`src/rtl/osrs_pkg.sv`:
```
// Shared constants for the operation status register bank: set and
// register selectors, bit positions, used-bit masks and preset values.
// Assumes a 16-bit status word whose top bit always reads zero.
package osrs_pkg;

  localparam int unsigned WORD_W = 16;
  localparam int unsigned MSB_BIT = 15;
  typedef logic [WORD_W-1:0] osrs_word_t;

  // Register sets of the bank; code 3'h7 is not a set
  typedef enum logic [2:0] {
    SET_TOP = 3'h0,
    SET_ZC = 3'h1,
    SET_LL = 3'h2,
    SET_ACQ = 3'h3,
    SET_PMR = 3'h4,
    SET_TRG = 3'h5,
    SET_HL = 3'h6
  } osrs_set_e;
  localparam int unsigned NUM_SETS = 7;

  // Registers within one set; codes above 3'h4 are not registers
  typedef enum logic [2:0] {
    REG_COND = 3'h0,
    REG_EVENT = 3'h1,
    REG_ENABLE = 3'h2,
    REG_RISE = 3'h3,
    REG_FALL = 3'h4
  } osrs_reg_e;

  // Summary bit positions in the top operation word
  localparam int unsigned TOP_ZC_BIT = 0;
  localparam int unsigned TOP_ACQ_BIT = 4;
  localparam int unsigned TOP_TRG_BIT = 5;
  localparam int unsigned TOP_PMR_BIT = 10;
  localparam int unsigned TOP_LL_BIT = 11;
  localparam int unsigned TOP_HL_BIT = 12;

  // Child layouts: channel A at bit 1, limit tests from bit 1 upward
  localparam int unsigned CH_A_BIT = 1;
  localparam int unsigned CH_N = 2;
  localparam int unsigned LIM_LO_BIT = 1;
  localparam int unsigned LIM_N = 6;

  // Bits that can ever be nonzero in each set, the writable-bit mask and whole-word constants
  localparam osrs_word_t TOP_MASK = 16'h1C31;
  localparam osrs_word_t CH_MASK = 16'h0006;
  localparam osrs_word_t LIM_MASK = 16'h007E;
  localparam osrs_word_t WR_MASK = 16'h7FFF;
  localparam osrs_word_t WORD_ZERO = 16'h0000;
  localparam osrs_word_t WORD_ONES = 16'hFFFF;

  // Preset and reset values of the filter and enable registers
  localparam osrs_word_t TOP_EN_PRESET = 16'h0000;
  localparam osrs_word_t CHILD_EN_PRESET = 16'hFFFF;
  localparam osrs_word_t RISE_PRESET = 16'hFFFF;
  localparam osrs_word_t FALL_PRESET = 16'h0000;

  localparam osrs_word_t SET_MASK [NUM_SETS] = '{
    TOP_MASK, CH_MASK, LIM_MASK, CH_MASK, CH_MASK, CH_MASK, LIM_MASK};
  localparam osrs_word_t SET_EN_PRESET [NUM_SETS] = '{
    TOP_EN_PRESET, CHILD_EN_PRESET, CHILD_EN_PRESET, CHILD_EN_PRESET,
    CHILD_EN_PRESET, CHILD_EN_PRESET, CHILD_EN_PRESET};

endpackage

```
`src/rtl/osrs_set.sv`:
```
// One status register set: edge filters, sticky event word, enable
// mask and the OR summary that feeds the parent's condition bit.
// Assumes cond is a registered or stable level sampled on sys_clk.
`timescale 1ns/1ps
module osrs_set
  import osrs_pkg::*;
#(
  parameter osrs_word_t USED_MASK = WORD_ONES,
  parameter osrs_word_t EN_PRESET = WORD_ONES
) (
  input wire logic sys_clk,
  input wire logic rst,
  input wire osrs_word_t cond,
  input wire logic preset,
  input wire logic wr_enable,
  input wire logic wr_rise,
  input wire logic wr_fall,
  input wire osrs_word_t wdata,
  input wire logic ev_clear,
  output osrs_word_t event_val,
  output osrs_word_t enable_val,
  output osrs_word_t rise_val,
  output osrs_word_t fall_val,
  output logic summary
);

  // The top bit can never be set, so a mask that uses it is refused
  if (USED_MASK[MSB_BIT] != 1'b0) begin : g_bad_mask
    $error("osrs_set: top bit of the used mask must be zero");
  end

  typedef struct packed {
    osrs_word_t last;
    osrs_word_t evt;
    osrs_word_t en;
    osrs_word_t rise;
    osrs_word_t fall;
  } osrs_set_s;

  osrs_set_s st;
  osrs_set_s next_st;
  osrs_word_t c;
  osrs_word_t up;
  osrs_word_t down;

  ////////////////////////////////////////////////////////////////////
  // Edge filters and sticky event; a new edge beats a read clear
  always_comb begin
    next_st = st;
    c = cond & USED_MASK;
    up = c & ~st.last & st.rise;
    down = ~c & st.last & st.fall;
    next_st.last = c;
    next_st.evt = ((ev_clear ? WORD_ZERO : st.evt) | up | down) & USED_MASK;
    if (preset) begin
      next_st.en = EN_PRESET & WR_MASK;
      next_st.rise = RISE_PRESET & WR_MASK;
      next_st.fall = FALL_PRESET & WR_MASK;
    end else begin
      if (wr_enable) begin
        next_st.en = wdata & WR_MASK;
      end
      if (wr_rise) begin
        next_st.rise = wdata & WR_MASK;
      end
      if (wr_fall) begin
        next_st.fall = wdata & WR_MASK;
      end
    end
  end

  // Reset leaves the filters as a preset would
  always_ff @(posedge sys_clk or posedge rst) begin
    if (rst) begin
      st <= '{WORD_ZERO, WORD_ZERO, EN_PRESET & WR_MASK,
              RISE_PRESET & WR_MASK, FALL_PRESET & WR_MASK};
    end else begin
      st <= next_st;
    end
  end

  assign event_val = st.evt;
  assign enable_val = st.en;
  assign rise_val = st.rise;
  assign fall_val = st.fall;
  assign summary = |(st.evt & st.en);
endmodule

```
`src/rtl/osrs_status_bank.sv`:
```
// Operation status bank: top summary set and six child sets, driven by
// measurement engine events and reached through the command port.
// Assumes all inputs are synchronous to sys_clk and pulses last one
// cycle; one command per cycle, answered one cycle later.
`timescale 1ns/1ps

// Operation
// Top word: zero/cal bit 0, acq 4, trigger 5, probe 10, low 11, high 12.
// Top word unused bits read zero; bit 15 always zero.
// Zero/cal set: channel A bit 1, channel B bit 2, rest zero.
// Zero/cal busy sets on zeroing, calibration or calibrate-all start.
// Zero/cal busy clears when that operation finishes.
// Low-limit set: channels, windows, window lower measurements at bits 1-6.
// Low-limit bit sets when its channel or window low test fails.
// Limit bits clear only on an enabled test that passes.
// Acquisition set: channel A bit 1, channel B bit 2, rest zero.
// Acquisition bit high while that channel measures, low when done.
// Acquisition bits work only in averaging mode, zero otherwise.
// Probe memory set: channel A bit 1, channel B bit 2.
// Probe memory bit high only while reading sensor calibration memory.
// Trigger wait set: channel A bit 1, channel B bit 2, rest zero.
// High-limit set: same six bit layout as the low-limit set.
// High-limit bit sets when its channel or window high test fails.
// Preset: top enable zeros, others ones; rise ones; fall zeros.
// Reading an event word returns it and clears it.
// Reading a condition word leaves it unchanged.
// Event bits latch on filtered rising or falling condition edges.
// Each parent summary bit is the OR of its child's output.
// Child output is OR of event masked by enable.
// Reset clears conditions and events, loads preset filters and enables.
module osrs_status_bank
  import osrs_pkg::*;
(
  input wire logic sys_clk,
  input wire logic rst,
  input wire logic cmd_read,
  input wire logic cmd_write,
  input wire logic cmd_preset,
  input wire logic [2:0] cmd_set,
  input wire logic [2:0] cmd_reg,
  input wire osrs_word_t cmd_wdata,
  output osrs_word_t rsp_data,
  output logic rsp_valid,
  output logic rsp_error,
  input wire logic [CH_N-1:0] zero_start,
  input wire logic [CH_N-1:0] cal_start,
  input wire logic [CH_N-1:0] cal_all_start,
  input wire logic [CH_N-1:0] zero_cal_done,
  input wire logic [LIM_N-1:0] low_limit_fail,
  input wire logic [LIM_N-1:0] low_limit_pass,
  input wire logic [LIM_N-1:0] high_limit_fail,
  input wire logic [LIM_N-1:0] high_limit_pass,
  input wire logic avg_mode,
  input wire logic [CH_N-1:0] acq_busy,
  input wire logic [CH_N-1:0] probe_mem_busy,
  input wire logic [CH_N-1:0] trig_wait,
  output logic op_summary
);

  typedef struct packed {
    logic [CH_N-1:0] zc;
    logic [LIM_N-1:0] ll;
    logic [LIM_N-1:0] hl;
    osrs_word_t rdata;
    logic rvalid;
    logic rerror;
  } osrs_bank_s;

  osrs_bank_s st;
  osrs_bank_s next_st;

  osrs_word_t cond_w [NUM_SETS];
  osrs_word_t ev_w [NUM_SETS];
  osrs_word_t en_w [NUM_SETS];
  osrs_word_t ri_w [NUM_SETS];
  osrs_word_t fa_w [NUM_SETS];
  logic [NUM_SETS-1:0] sum_w;
  logic [NUM_SETS-1:0] wr_en_hit;
  logic [NUM_SETS-1:0] wr_ri_hit;
  logic [NUM_SETS-1:0] wr_fa_hit;
  logic [NUM_SETS-1:0] ev_rd_hit;
  logic set_ok;
  logic reg_ok;
  logic wr_ok;
  logic [CH_N-1:0] zc_begin;

  ////////////////////////////////////////////////////////////////////
  // Command decode; set 3'h7 and register codes above fall are unmapped
  assign set_ok = cmd_set <= SET_HL;
  assign reg_ok = cmd_reg <= REG_FALL;
  // Condition and event words are read only; a preset in the same cycle drops any write
  assign wr_ok = cmd_write && set_ok && !cmd_preset &&
                 (cmd_reg == REG_ENABLE || cmd_reg == REG_RISE ||
                  cmd_reg == REG_FALL);

  always_comb begin
    for (int i = 0; i < NUM_SETS; i++) begin
      wr_en_hit[i] = wr_ok && cmd_set == 3'(i) && cmd_reg == REG_ENABLE;
      wr_ri_hit[i] = wr_ok && cmd_set == 3'(i) && cmd_reg == REG_RISE;
      wr_fa_hit[i] = wr_ok && cmd_set == 3'(i) && cmd_reg == REG_FALL;
      ev_rd_hit[i] = cmd_read && cmd_set == 3'(i) && cmd_reg == REG_EVENT;
    end
  end

  ////////////////////////////////////////////////////////////////////
  // Condition words of the child sets and of the top word
  assign zc_begin = zero_start | cal_start | cal_all_start;

  always_comb begin
    cond_w[SET_ZC] = osrs_word_t'(st.zc) << CH_A_BIT;
    cond_w[SET_LL] = osrs_word_t'(st.ll) << LIM_LO_BIT;
    // Outside averaging mode nobody reports acquisition activity
    cond_w[SET_ACQ] = avg_mode ? (osrs_word_t'(acq_busy) << CH_A_BIT)
                               : WORD_ZERO;
    // Probe memory reads are reported straight from the engine level
    cond_w[SET_PMR] = osrs_word_t'(probe_mem_busy) << CH_A_BIT;
    cond_w[SET_TRG] = osrs_word_t'(trig_wait) << CH_A_BIT;
    cond_w[SET_HL] = osrs_word_t'(st.hl) << LIM_LO_BIT;
    // Top word is built from child outputs; all other bits stay zero
    cond_w[SET_TOP] = WORD_ZERO;
    cond_w[SET_TOP][TOP_ZC_BIT] = sum_w[SET_ZC];
    cond_w[SET_TOP][TOP_ACQ_BIT] = sum_w[SET_ACQ];
    cond_w[SET_TOP][TOP_TRG_BIT] = sum_w[SET_TRG];
    cond_w[SET_TOP][TOP_PMR_BIT] = sum_w[SET_PMR];
    cond_w[SET_TOP][TOP_LL_BIT] = sum_w[SET_LL];
    cond_w[SET_TOP][TOP_HL_BIT] = sum_w[SET_HL];
  end

  ////////////////////////////////////////////////////////////////////
  // The seven register sets share one structure
  for (genvar g = 0; g < NUM_SETS; g++) begin : g_set
    osrs_set #(
      .USED_MASK(SET_MASK[g]),
      .EN_PRESET(SET_EN_PRESET[g])
    ) u_set (
      .sys_clk(sys_clk),
      .rst(rst),
      .cond(cond_w[g]),
      .preset(cmd_preset),
      .wr_enable(wr_en_hit[g]),
      .wr_rise(wr_ri_hit[g]),
      .wr_fall(wr_fa_hit[g]),
      .wdata(cmd_wdata),
      .ev_clear(ev_rd_hit[g]),
      .event_val(ev_w[g]),
      .enable_val(en_w[g]),
      .rise_val(ri_w[g]),
      .fall_val(fa_w[g]),
      .summary(sum_w[g])
    );
  end

  ////////////////////////////////////////////////////////////////////
  // Held conditions and the read answer
  always_comb begin
    next_st = st;
    // A start in the same cycle as a finish keeps the channel busy
    next_st.zc = (st.zc & ~zero_cal_done) | zc_begin;
    // A fail beats a pass arriving together; only a pass clears
    next_st.ll = (st.ll & ~low_limit_pass) | low_limit_fail;
    next_st.hl = (st.hl & ~high_limit_pass) | high_limit_fail;
    next_st.rvalid = cmd_read;
    next_st.rerror = (cmd_read && !(set_ok && reg_ok)) ||
                     (cmd_write && !wr_ok && !cmd_preset);
    next_st.rdata = WORD_ZERO;
    if (cmd_read && set_ok) begin
      unique case (osrs_reg_e'(cmd_reg))
        REG_COND: next_st.rdata = cond_w[cmd_set];
        REG_EVENT: next_st.rdata = ev_w[cmd_set];
        REG_ENABLE: next_st.rdata = en_w[cmd_set];
        REG_RISE: next_st.rdata = ri_w[cmd_set];
        REG_FALL: next_st.rdata = fa_w[cmd_set];
        default: next_st.rdata = WORD_ZERO;
      endcase
    end
  end

  // Conditions start clear; sets reset themselves
  always_ff @(posedge sys_clk or posedge rst) begin
    if (rst) begin
      st <= '0;
    end else begin
      st <= next_st;
    end
  end

  assign rsp_data = st.rdata;
  assign rsp_valid = st.rvalid;
  assign rsp_error = st.rerror;
  // Feeds the status byte above this bank
  assign op_summary = sum_w[SET_TOP];
endmodule

```
`config.mk`:
```
export PLATFORM = sky130hd
export DESIGN_NAME = osrs_status_bank
export DESIGN_NICKNAME = d
export VERILOG_FILES = /design/src/rtl/osrs_pkg.sv /design/src/rtl/osrs_set.sv /design/src/rtl/osrs_status_bank.sv
export SDC_FILE = /design/constraint.sdc
export NUM_CORES = 1
export LEC_CHECK = 0
export BUFFER_PORTS_ARGS = -buffer_cell sky130_fd_sc_hd__buf_2
export CAP_MARGIN = 20
export CORE_MARGIN = 3
export CORE_UTILIZATION = 45
export CTS_CLUSTER_DIAMETER = 80
export DETAILED_ROUTE_END_ITERATION = 16
export PLACE_DENSITY = 0.68
export REMOVE_ABC_BUFFERS = 1
export SYNTH_ARGS = -nofsm -noshare
export SYNTH_HDL_FRONTEND = slang
export SYNTH_HIERARCHICAL = 1
export SYNTH_SLANG_ARGS = --single-unit
```
`constraint.sdc`:
```
create_clock -name sys_clk -period 2.9 [get_ports sys_clk]
set_input_delay 0.87 -clock sys_clk [delete_from_list [all_inputs] [get_ports sys_clk]]
set_output_delay 0.87 -clock sys_clk [all_outputs]
set_load 0.01 [all_outputs]
```
# Word-level counts from Yosys, hierarchy flattened
# Cells that the tools add are included.
[word_totals]
elab_cells = 268
input_bits = 66
reg_bits = 420
output_inout_bits = 19
[classes]
n_bitwise = 75
muxes = 53
n_reduce_logical = 86
n_lt_le_gt_ge = 3
n_eq_ne = 10
[ops]
columns = ["op", "n"]
rows = [
  ["$mux W16", 32],
  ["$mux W48", 7],
  ["$bmux W16 S3", 5],
  ["$reduce_or A16 Y1", 7],
  ["$pmux W16 S5", 1],
  ["$and A3 B16 Y16", 4],
  ["$and A7 B7 Y7", 8],
  ["$and A13 B13 Y13", 4],
  ["$logic_and A1 B1 Y1", 50],
  ["$and A3 B3 Y3", 16],
  ["$reduce_bool A2 Y1", 21],
  ["$and A7 B16 Y16", 2],
  ["$not A7 Y7", 4],
  ["$or A7 B7 Y7", 4],
  ["$not A13 Y13", 2],
  ["$or A13 B13 Y13", 2],
  ["$not A3 Y3", 8],
  ["$or A3 B3 Y3", 8],
  ["$and A13 B16 Y16", 1],
  ["$mux W3", 5],
  ["$mux W7", 2],
  ["$mux W13", 1],
  ["$and A6 B6 Y6", 2],
  ["$eq A3 B2 Y1 const B", 4],
  ["other kinds (13)", 27],
]

# Longest topological paths before layout
# Gate-level depths: netlist (run 1).
[logic_depth]
word_depth = 8
mapped_depth = 11
depth_no_buf = 7

# Modules after synthesis
# The synthesis (run 1) kept the hierarchy.
[by_module_without_submodules]
columns = ["module", "instances", "cells_per_inst", "area_each_um2", "seq_area_each_um2"]
rows = [
  ["osrs_set at g_set[1].u_set ...", 4, 227, 2577.5, 1263.7],
  ["osrs_set at g_set[2].u_set ...", 2, 254, 2889.0, 1463.9],
  ["osrs_status_bank", 1, 575, 5406.4, 800.8],
  ["osrs_set at g_set[0].u_set", 1, 253, 2840.2, 1445.1],
]

# Worst setup path before layout (run 1)
# OpenSTA, ideal clock, no wires.
[synth_timing]
path_kind = "input-to-reg"
from = "in cmd_reg[0]"
to = "reg g_set[3].u_set.st (netlist bit g_set[3].u_set/fall_val[0])"
cell_stages = 10
n_path_buf = 3
required_time_ns = 2.768
arrival_ns = 2.450
path_slack_ns = 0.319
cell_sequence = "clkbuf_1 -> nor3b_2 -> o21ai_0 -> nor2_1 -> nand3_1 -> nor2_1 -> buf_4 -> buf_6 -> mux2i_1 -> nor2_1"
[synth_via]
elab_chain_cells = 7
[synth_rtl]
columns = ["item", "line_no", "text"]
rows = [
  ["start: declaration", "osrs_status_bank.sv:40", "input wire logic [2:0] cmd_reg,"],
  ["$eq A3 B2 Y1", "osrs_status_bank.sv:93", "(cmd_reg == REG_ENABLE || cmd_reg == REG_RISE ||"],
  ["$logic_or A1 B1 Y1 (2 in series)", "osrs_status_bank.sv:93", ""],
  ["$logic_and A1 B1 Y1", "osrs_status_bank.sv:92", "assign wr_ok = cmd_write && set_ok && !cmd_preset &&"],
  ["$logic_and A1 B1 Y1", "osrs_status_bank.sv:100", "wr_fa_hit[i] = wr_ok && cmd_set == 3'(i) && cmd_reg == REG_FALL;"],
  ["$logic_and A1 B1 Y1 (*)", "osrs_status_bank.sv:100", ""],
  ["via wr_fa_hit[3]", "osrs_status_bank.sv:80", "logic [NUM_SETS-1:0] wr_fa_hit;"],
  ["$reduce_bool A2 Y1 (no line) (*)", "-", ""],
  ["end signal: assignment", "osrs_set.sv:75", "st <= '{WORD_ZERO, WORD_ZERO, EN_PRESET & WR_MASK,"],
  ["end signal: assignment", "osrs_set.sv:78", "st <= next_st;"],
  ["end: declaration", "osrs_set.sv:40", "osrs_set_s st;"],
]
# Mark *: on every way through the listed nets, which the timed path passes. The rest lies on a longest branch.
# A chain may end at the register's enable or synchronous reset.

# Worst setup path after layout (run 1)
[layout_timing]
from = "reg g_set[0].u_set.st (netlist bit g_set[0].u_set/event_val[5])"
to = "out op_summary"
[layout_via]
elab_chain_cells = 2
[layout_rtl]
columns = ["item", "line_no", "text"]
rows = [
  ["start: declaration", "osrs_set.sv:40", ""],
  ["start signal: assignment", "osrs_set.sv:75", ""],
  ["start signal: assignment", "osrs_set.sv:78", ""],
  ["$and A13 B16 Y16", "osrs_set.sv:86", "assign summary = |(st.evt & st.en);"],
  ["$reduce_or A16 Y1", "osrs_set.sv:86", ""],
  ["end: declaration", "osrs_status_bank.sv:57", "output logic op_summary"],
]
# Every way passes these cells.

==> reports/qor.txt, run 1 <==
CTS Buf Count -> 44
Site Rows -> 84
Final Util -> 45.6%
R2r endpoint -> rsp_data[0]
Post-CTS Hold Buffers -> 0
Largest net degree at the start of global routing -> 206
Max-slew violation count -> 0
Worst EP arrival -> 1730 ps
RSZ-0062 raised after global routing -> no
Resized cells post-CTS -> 0
Max-slew headroom -> 20.4%
Critical path class -> flop to output port
Clk sink count -> 399
Nets -> 2032
Worst reg2reg path startpoint -> g_set[0].u_set/event_val[0]
Hold Slack -> 425 ps
Mapped Cells -> 2243
CTS HTree Levels -> 2
Final Cycle Share -> 89.6%
Initial DRT Pass Iterations -> 6
WL final -> 58.2 mm
Root Buffer -> clkbuf_16
Pwr dens -> 515 mW/mm^2
FMAX -> 385 MHz
Die width -> 239 um
IO Count -> 85
Type of the worst min-delay path -> input pin to asynchronous set/reset pin
Total grt overflow -> 0
DR iter-0 viols -> 1600
Mapped cell area -> 0.0243 sq mm
Commonest cells after routing, fill and taps aside -> dfrtp_1 (204), nor2b_1 (200), a211o_1 (195), dfstp_2 (195), mux2i_1 (194)
Setup-failing EPs final -> 0
Most common cell after layout, fill and taps aside -> dfrtp_1
Cell leakage power -> 9.15 nW
Status -> complete, no violations
Worst skew pair latency -> 580 ps
Area Overhead vs Synth -> -0.540%
CTS max path bufs -> 3
Core outline area -> 0.0531 sq mm
Worst Path Max Fanout -> 3
Syn Area/Cell -> 10.8 sq um
Final Non-Filler Cells -> 2691
Antenna violations before repair -> 1
Placed insts -> 2608
WL/cell -> 21.6 um
Clk slew on worst S/H paths -> 60 ps
Max VDD drop -> 0.000397 V
TritonCTS clock tree -> done
Vias per cell -> 5.66
Max cap viols -> 0
Final Critical Period -> 2600 ps
Total GRT Usage -> 20.4%
# Post-CTS Setup Buffers -> 0
DR vias -> 15200
Die ar. -> 0.0569 sq mm
Hold Vio Cnt, Final -> 0
Ys Warns -> 6
# DRC -> 0
Starting density of the core -> 45.8%
R2R Setup Slk -> 1110 ps
Reg2reg path depth -> 4
Number of global-route vias before repair -> 15300
Crit path required time -> 2030 ps
Port Buffer Count -> 83
Dpl hpwl -> 38.6 mm
Post-route ant nets -> 0
Crit. End Element -> output port
Die Y-Extent -> 239 um
CP startpoint kind -> flop
Layout cell share with drive strength beyond 1 -> 26.9%
Fin Clk Skew -> 29.8 ps
GP Congestion -> 0.865
Worst-Margin Slew -> 1190 ps
First-pass GRT wire length -> 90.8 mm
-- layout make-up --
cell class	instances	area, sq um
flip-flops and latches	399	10200
repair buffers	179	1590
multi-input cells	1318	9950
clock buffers	66	1310
clock inverters	16	173
diodes	1	2.50
inverters	24	90.1
fillers	4779	28900
well taps	688	861
-- worst max path at each step --
stage / start / end / cells after the start
after floorplan: cmd_set[0] / g_set[2].u_set/enable_val[0] / 5
after global placement: cmd_reg[2] / g_set[1].u_set/enable_val[13] / 8
after detailed placement: cmd_reg[2] / g_set[1].u_set/enable_val[13] / 8
after CTS: g_set[0].u_set/event_val[5] / op_summary / 3
after global routing: g_set[0].u_set/event_val[5] / op_summary / 3
final: g_set[0].u_set/event_val[5] / op_summary / 3
-- registers in the layout, summed over array words and instances, names as in the netlist --
register                cells
g_set.u_set/fall_val      105
g_set.u_set/rise_val      105
g_set.u_set/st             26
rsp_data                   16
cond_w                     14
g_set.u_set/enable_val    105
rsp_error                   1
rsp_valid                   1
g_set.u_set/event_val      26
-- through the flow --
stage	area [sq um]	total power, mW	worst slack, ps	TNS, ps
floorplan	20200	6.22	-1890	-258130
global placement	22700	6.80	150	0
detailed placement	22700	6.83	104	0
CTS	24200	12.6	273	0
global route	24200	12.9	269	0
finish	24200	12.5	301	0
-- power by group --
part           switching [mW]  internal [mW]  total [mW]
Sequential             0.0664           5.66        5.73
Combinational           0.665          0.358        1.02
Clock                    2.33           3.39        5.72
-- layer usage --
| metal | vias up | track usage [%] | share of wire [%] |
|---|---|---|---|
| li1 | 6783 | - | - |
| met1 | 7807 | 28.4 | 44 |
| met2 | 541 | 32.0 | 46 |
| met3 | 88 | 4.64 | 7.3 |
| met4 | 0 | 5.81 | 2.4 |
| met5 | - | 0 | 0 |
-- worst max-delay path: stages (launching register included) --
cell     delay (ps)
dfrtp_1         430
a22oi_1         260
nand3_1         240
buf_2           210
Power figures use the tool's default switching activity.
==> run 2: changes to the inputs <==
- RECOVER_POWER: default -> 25
==> run 2 against run 1 <==
Against the previous run: count of clock-buffer cells in the layout is the same; cell count did not move; the flow now finishes with violations (capacitance limit, slew limit); global-route usage unchanged; largest cell class unchanged; register-to-register slack barely moved; non-clock buffer count unchanged; clock power is essentially flat; core utilization decreased by 0.11 points; worst hold slack improved by 3.8 ps.
==> reports/qor.txt, run 2 (synthesized netlist as in run 1, its figures left out) <==
Max cap viols -> 4 (was 0)
Number of global-route vias before repair -> 15300 (unchanged)
Area after DPL -> 0.0227 sq mm (unchanged)
R2R Setup Slk -> 1110 ps (about the same)
Status -> finished with violations (was complete, no violations)
Hold Slack -> 429 ps (was 425 ps)
FMAX -> 385 MHz (about the same)
Site Rows -> 84 (unchanged)
Worst skew pair latency -> 580 ps (about the same)
Initial DRT Pass Iterations -> 5 (was 6)
CTS Buf Count -> 44 (unchanged)
CP startpoint kind -> flop (unchanged)
Buf/Inv on CP -> 1 (unchanged)
Critical path class -> flop to output port (unchanged)
Total grt overflow -> 0 (unchanged)
Most common cell after layout, fill and taps aside -> dfrtp_1 (unchanged)
Dpl hpwl -> 38.6 mm (unchanged)
Commonest cells after routing, fill and taps aside -> dfrtp_1 (204), nor2b_1 (200), a211o_1 (195), mux2i_1 (194), dfstp_2 (194) (was dfrtp_1 (204), nor2b_1 (200), a211o_1 (195), dfstp_2 (195), mux2i_1 (194))
Layout cell share with drive strength beyond 1 -> 26.2% (was 26.9%)
DR vias -> 15100 (was 15200)
Failing checks -> capacitance limit, slew limit
CP Cell Sequence -> a22oi_1 > nand3_1 > buf_2 (unchanged)
Area Overhead vs Synth -> -0.777% (was -0.540%)
Vias per cell -> 5.62 (was 5.66)
TritonCTS clock tree -> done (unchanged)
Finished layout cell area -> 0.0241 sq mm (was 0.0242 sq mm)
Final Non-Filler Cells -> 2691 (unchanged)
RSZ-0062 raised after global routing -> no (unchanged)
First-pass GRT wire length -> 90.8 mm (unchanged)
WL/cell -> 21.6 um (about the same)
# DRC -> 0 (unchanged)
Crit path required time -> 2030 ps (about the same)
Max-slew violation count -> 108 (was 0)
GP Congestion -> 0.865 (unchanged)
DR iter-0 viols -> 1471 (was 1600)
Worst-Margin Slew -> 1630 ps (was 1190 ps)
Post-CTS Hold Buffers -> 0 (unchanged)
Port Buffer Count -> 83 (unchanged)
Worst EP arrival -> 1730 ps (about the same)
Die ar. -> 0.0569 sq mm (unchanged)
CTS HTree Levels -> 2 (unchanged)
Type of the worst min-delay path -> flop to flop (was input pin to asynchronous set/reset pin)
Fin Clk Skew -> 28.3 ps (was 29.8 ps)
Pwr dens -> 516 mW/mm^2 (was 515 mW/mm^2)
Clk sink count -> 399 (unchanged)
Core outline area -> 0.0531 sq mm (unchanged)
Largest net degree at the start of global routing -> 206 (unchanged)
CTS max path bufs -> 3 (unchanged)
Worst Path Max Fanout -> 3 (unchanged)
Root Buffer -> clkbuf_16 (unchanged)
Top delay family on crit path -> flip-flops (unchanged)
WL final -> 58.1 mm (was 58.2 mm)
Crit. End Element -> output port (unchanged)
Antenna violations before repair -> 1 (unchanged)
Final Critical Period -> 2600 ps (about the same)
Total GRT Usage -> 20.4% (unchanged)
Sum Neg Setup Slack -> 0 ps (unchanged)
Nets -> 2032 (unchanged)
Hold Vio Cnt, Final -> 0 (unchanged)
Cell leakage power -> 9.11 nW (was 9.15 nW)
Max-slew headroom -> -8.99% (was 20.4%)
Final Cycle Share -> 89.6% (about the same)
# Post-CTS Setup Buffers -> 0 (unchanged)
Post-route ant nets -> 0 (unchanged)
Starting density of the core -> 45.8% (unchanged)
IO Count -> 85 (unchanged)
Die width -> 239 um (unchanged)
Setup-failing EPs final -> 0 (unchanged)
Placed insts -> 2608 (unchanged)
Clk slew on worst S/H paths -> 60 ps (about the same)
Worst stage delay on the critical path -> 430 ps (about the same)
Max VDD drop -> 0.000395 V (was 0.000397 V)
Resized cells post-CTS -> 0 (unchanged)
Die Y-Extent -> 239 um (unchanged)
Slowest stage cell, crit path -> dfrtp_1 (unchanged)
run 2: worst paths after layout:
check | cells past startpoint | from | endpoint
worst max register to register | 5 | g_set[3].u_set/enable_val[1] | rsp_data[4]
min in group asynchronous | 2 | rst | g_set[6].u_set/fall_val[0]
worst max-delay path | 3 | g_set[0].u_set/event_val[5] | op_summary
max in group asynchronous | 3 | rst | g_set[1].u_set/fall_val[12]
worst min register to register | 0 | cond_w[1] | g_set[6].u_set/st[65]
worst min-delay path | 0 | cond_w[1] | g_set[6].u_set/st[65]
run 2: report_power, final:
group | total [mW] | internal (mW) | leakage [nW] | switching [mW]
logic | 1.01 | 0.348 | 3.75 | 0.662
clock network | 5.72 | 3.39 | 0.723 | 2.33
registers | 5.73 | 5.66 | 4.63 | 0.0667
total | 12.5 | 9.40 | 9.11 | 3.06
run 2: area by class of cell:
class | count | area, sq um
timing repair buffer | 179 | 1530
clock buffer | 66 | 1310
tap | 688 | 861
antenna | 1 | 2.50
sequential | 399 | 10200
multi-input combinational | 1318 | 9950
clock inverter | 16 | 173
inverter | 24 | 90.1
fill | 4787 | 28900
run 2: worst reg2reg max path, cell delays in order (launching register included):
cell and delay, ps:
dfstp_1 550, a22o_1 250, mux2i_1 180, o21ai_0 190, nand2_1 70, a41oi_1 410
run 2: layer usage:
layer,wire (um),vias to the layer above,track usage (%)
met1,25800,7735,28.4
met3,4080,87,4.64
met5,0,-,0
met4,1410,0,5.81
li1,-,6783,-
met2,26800,522,32.0
run 2: per-stage QoR:
step	util [%]	power [mW]	setup WS, ps
CTS	45.6	12.6	273
finish	45.5	12.5	302
floorplan	-	6.22	-1890
detailed placement	42.8	6.83	104
global route	45.5	12.9	174
global placement	42.8	6.80	150
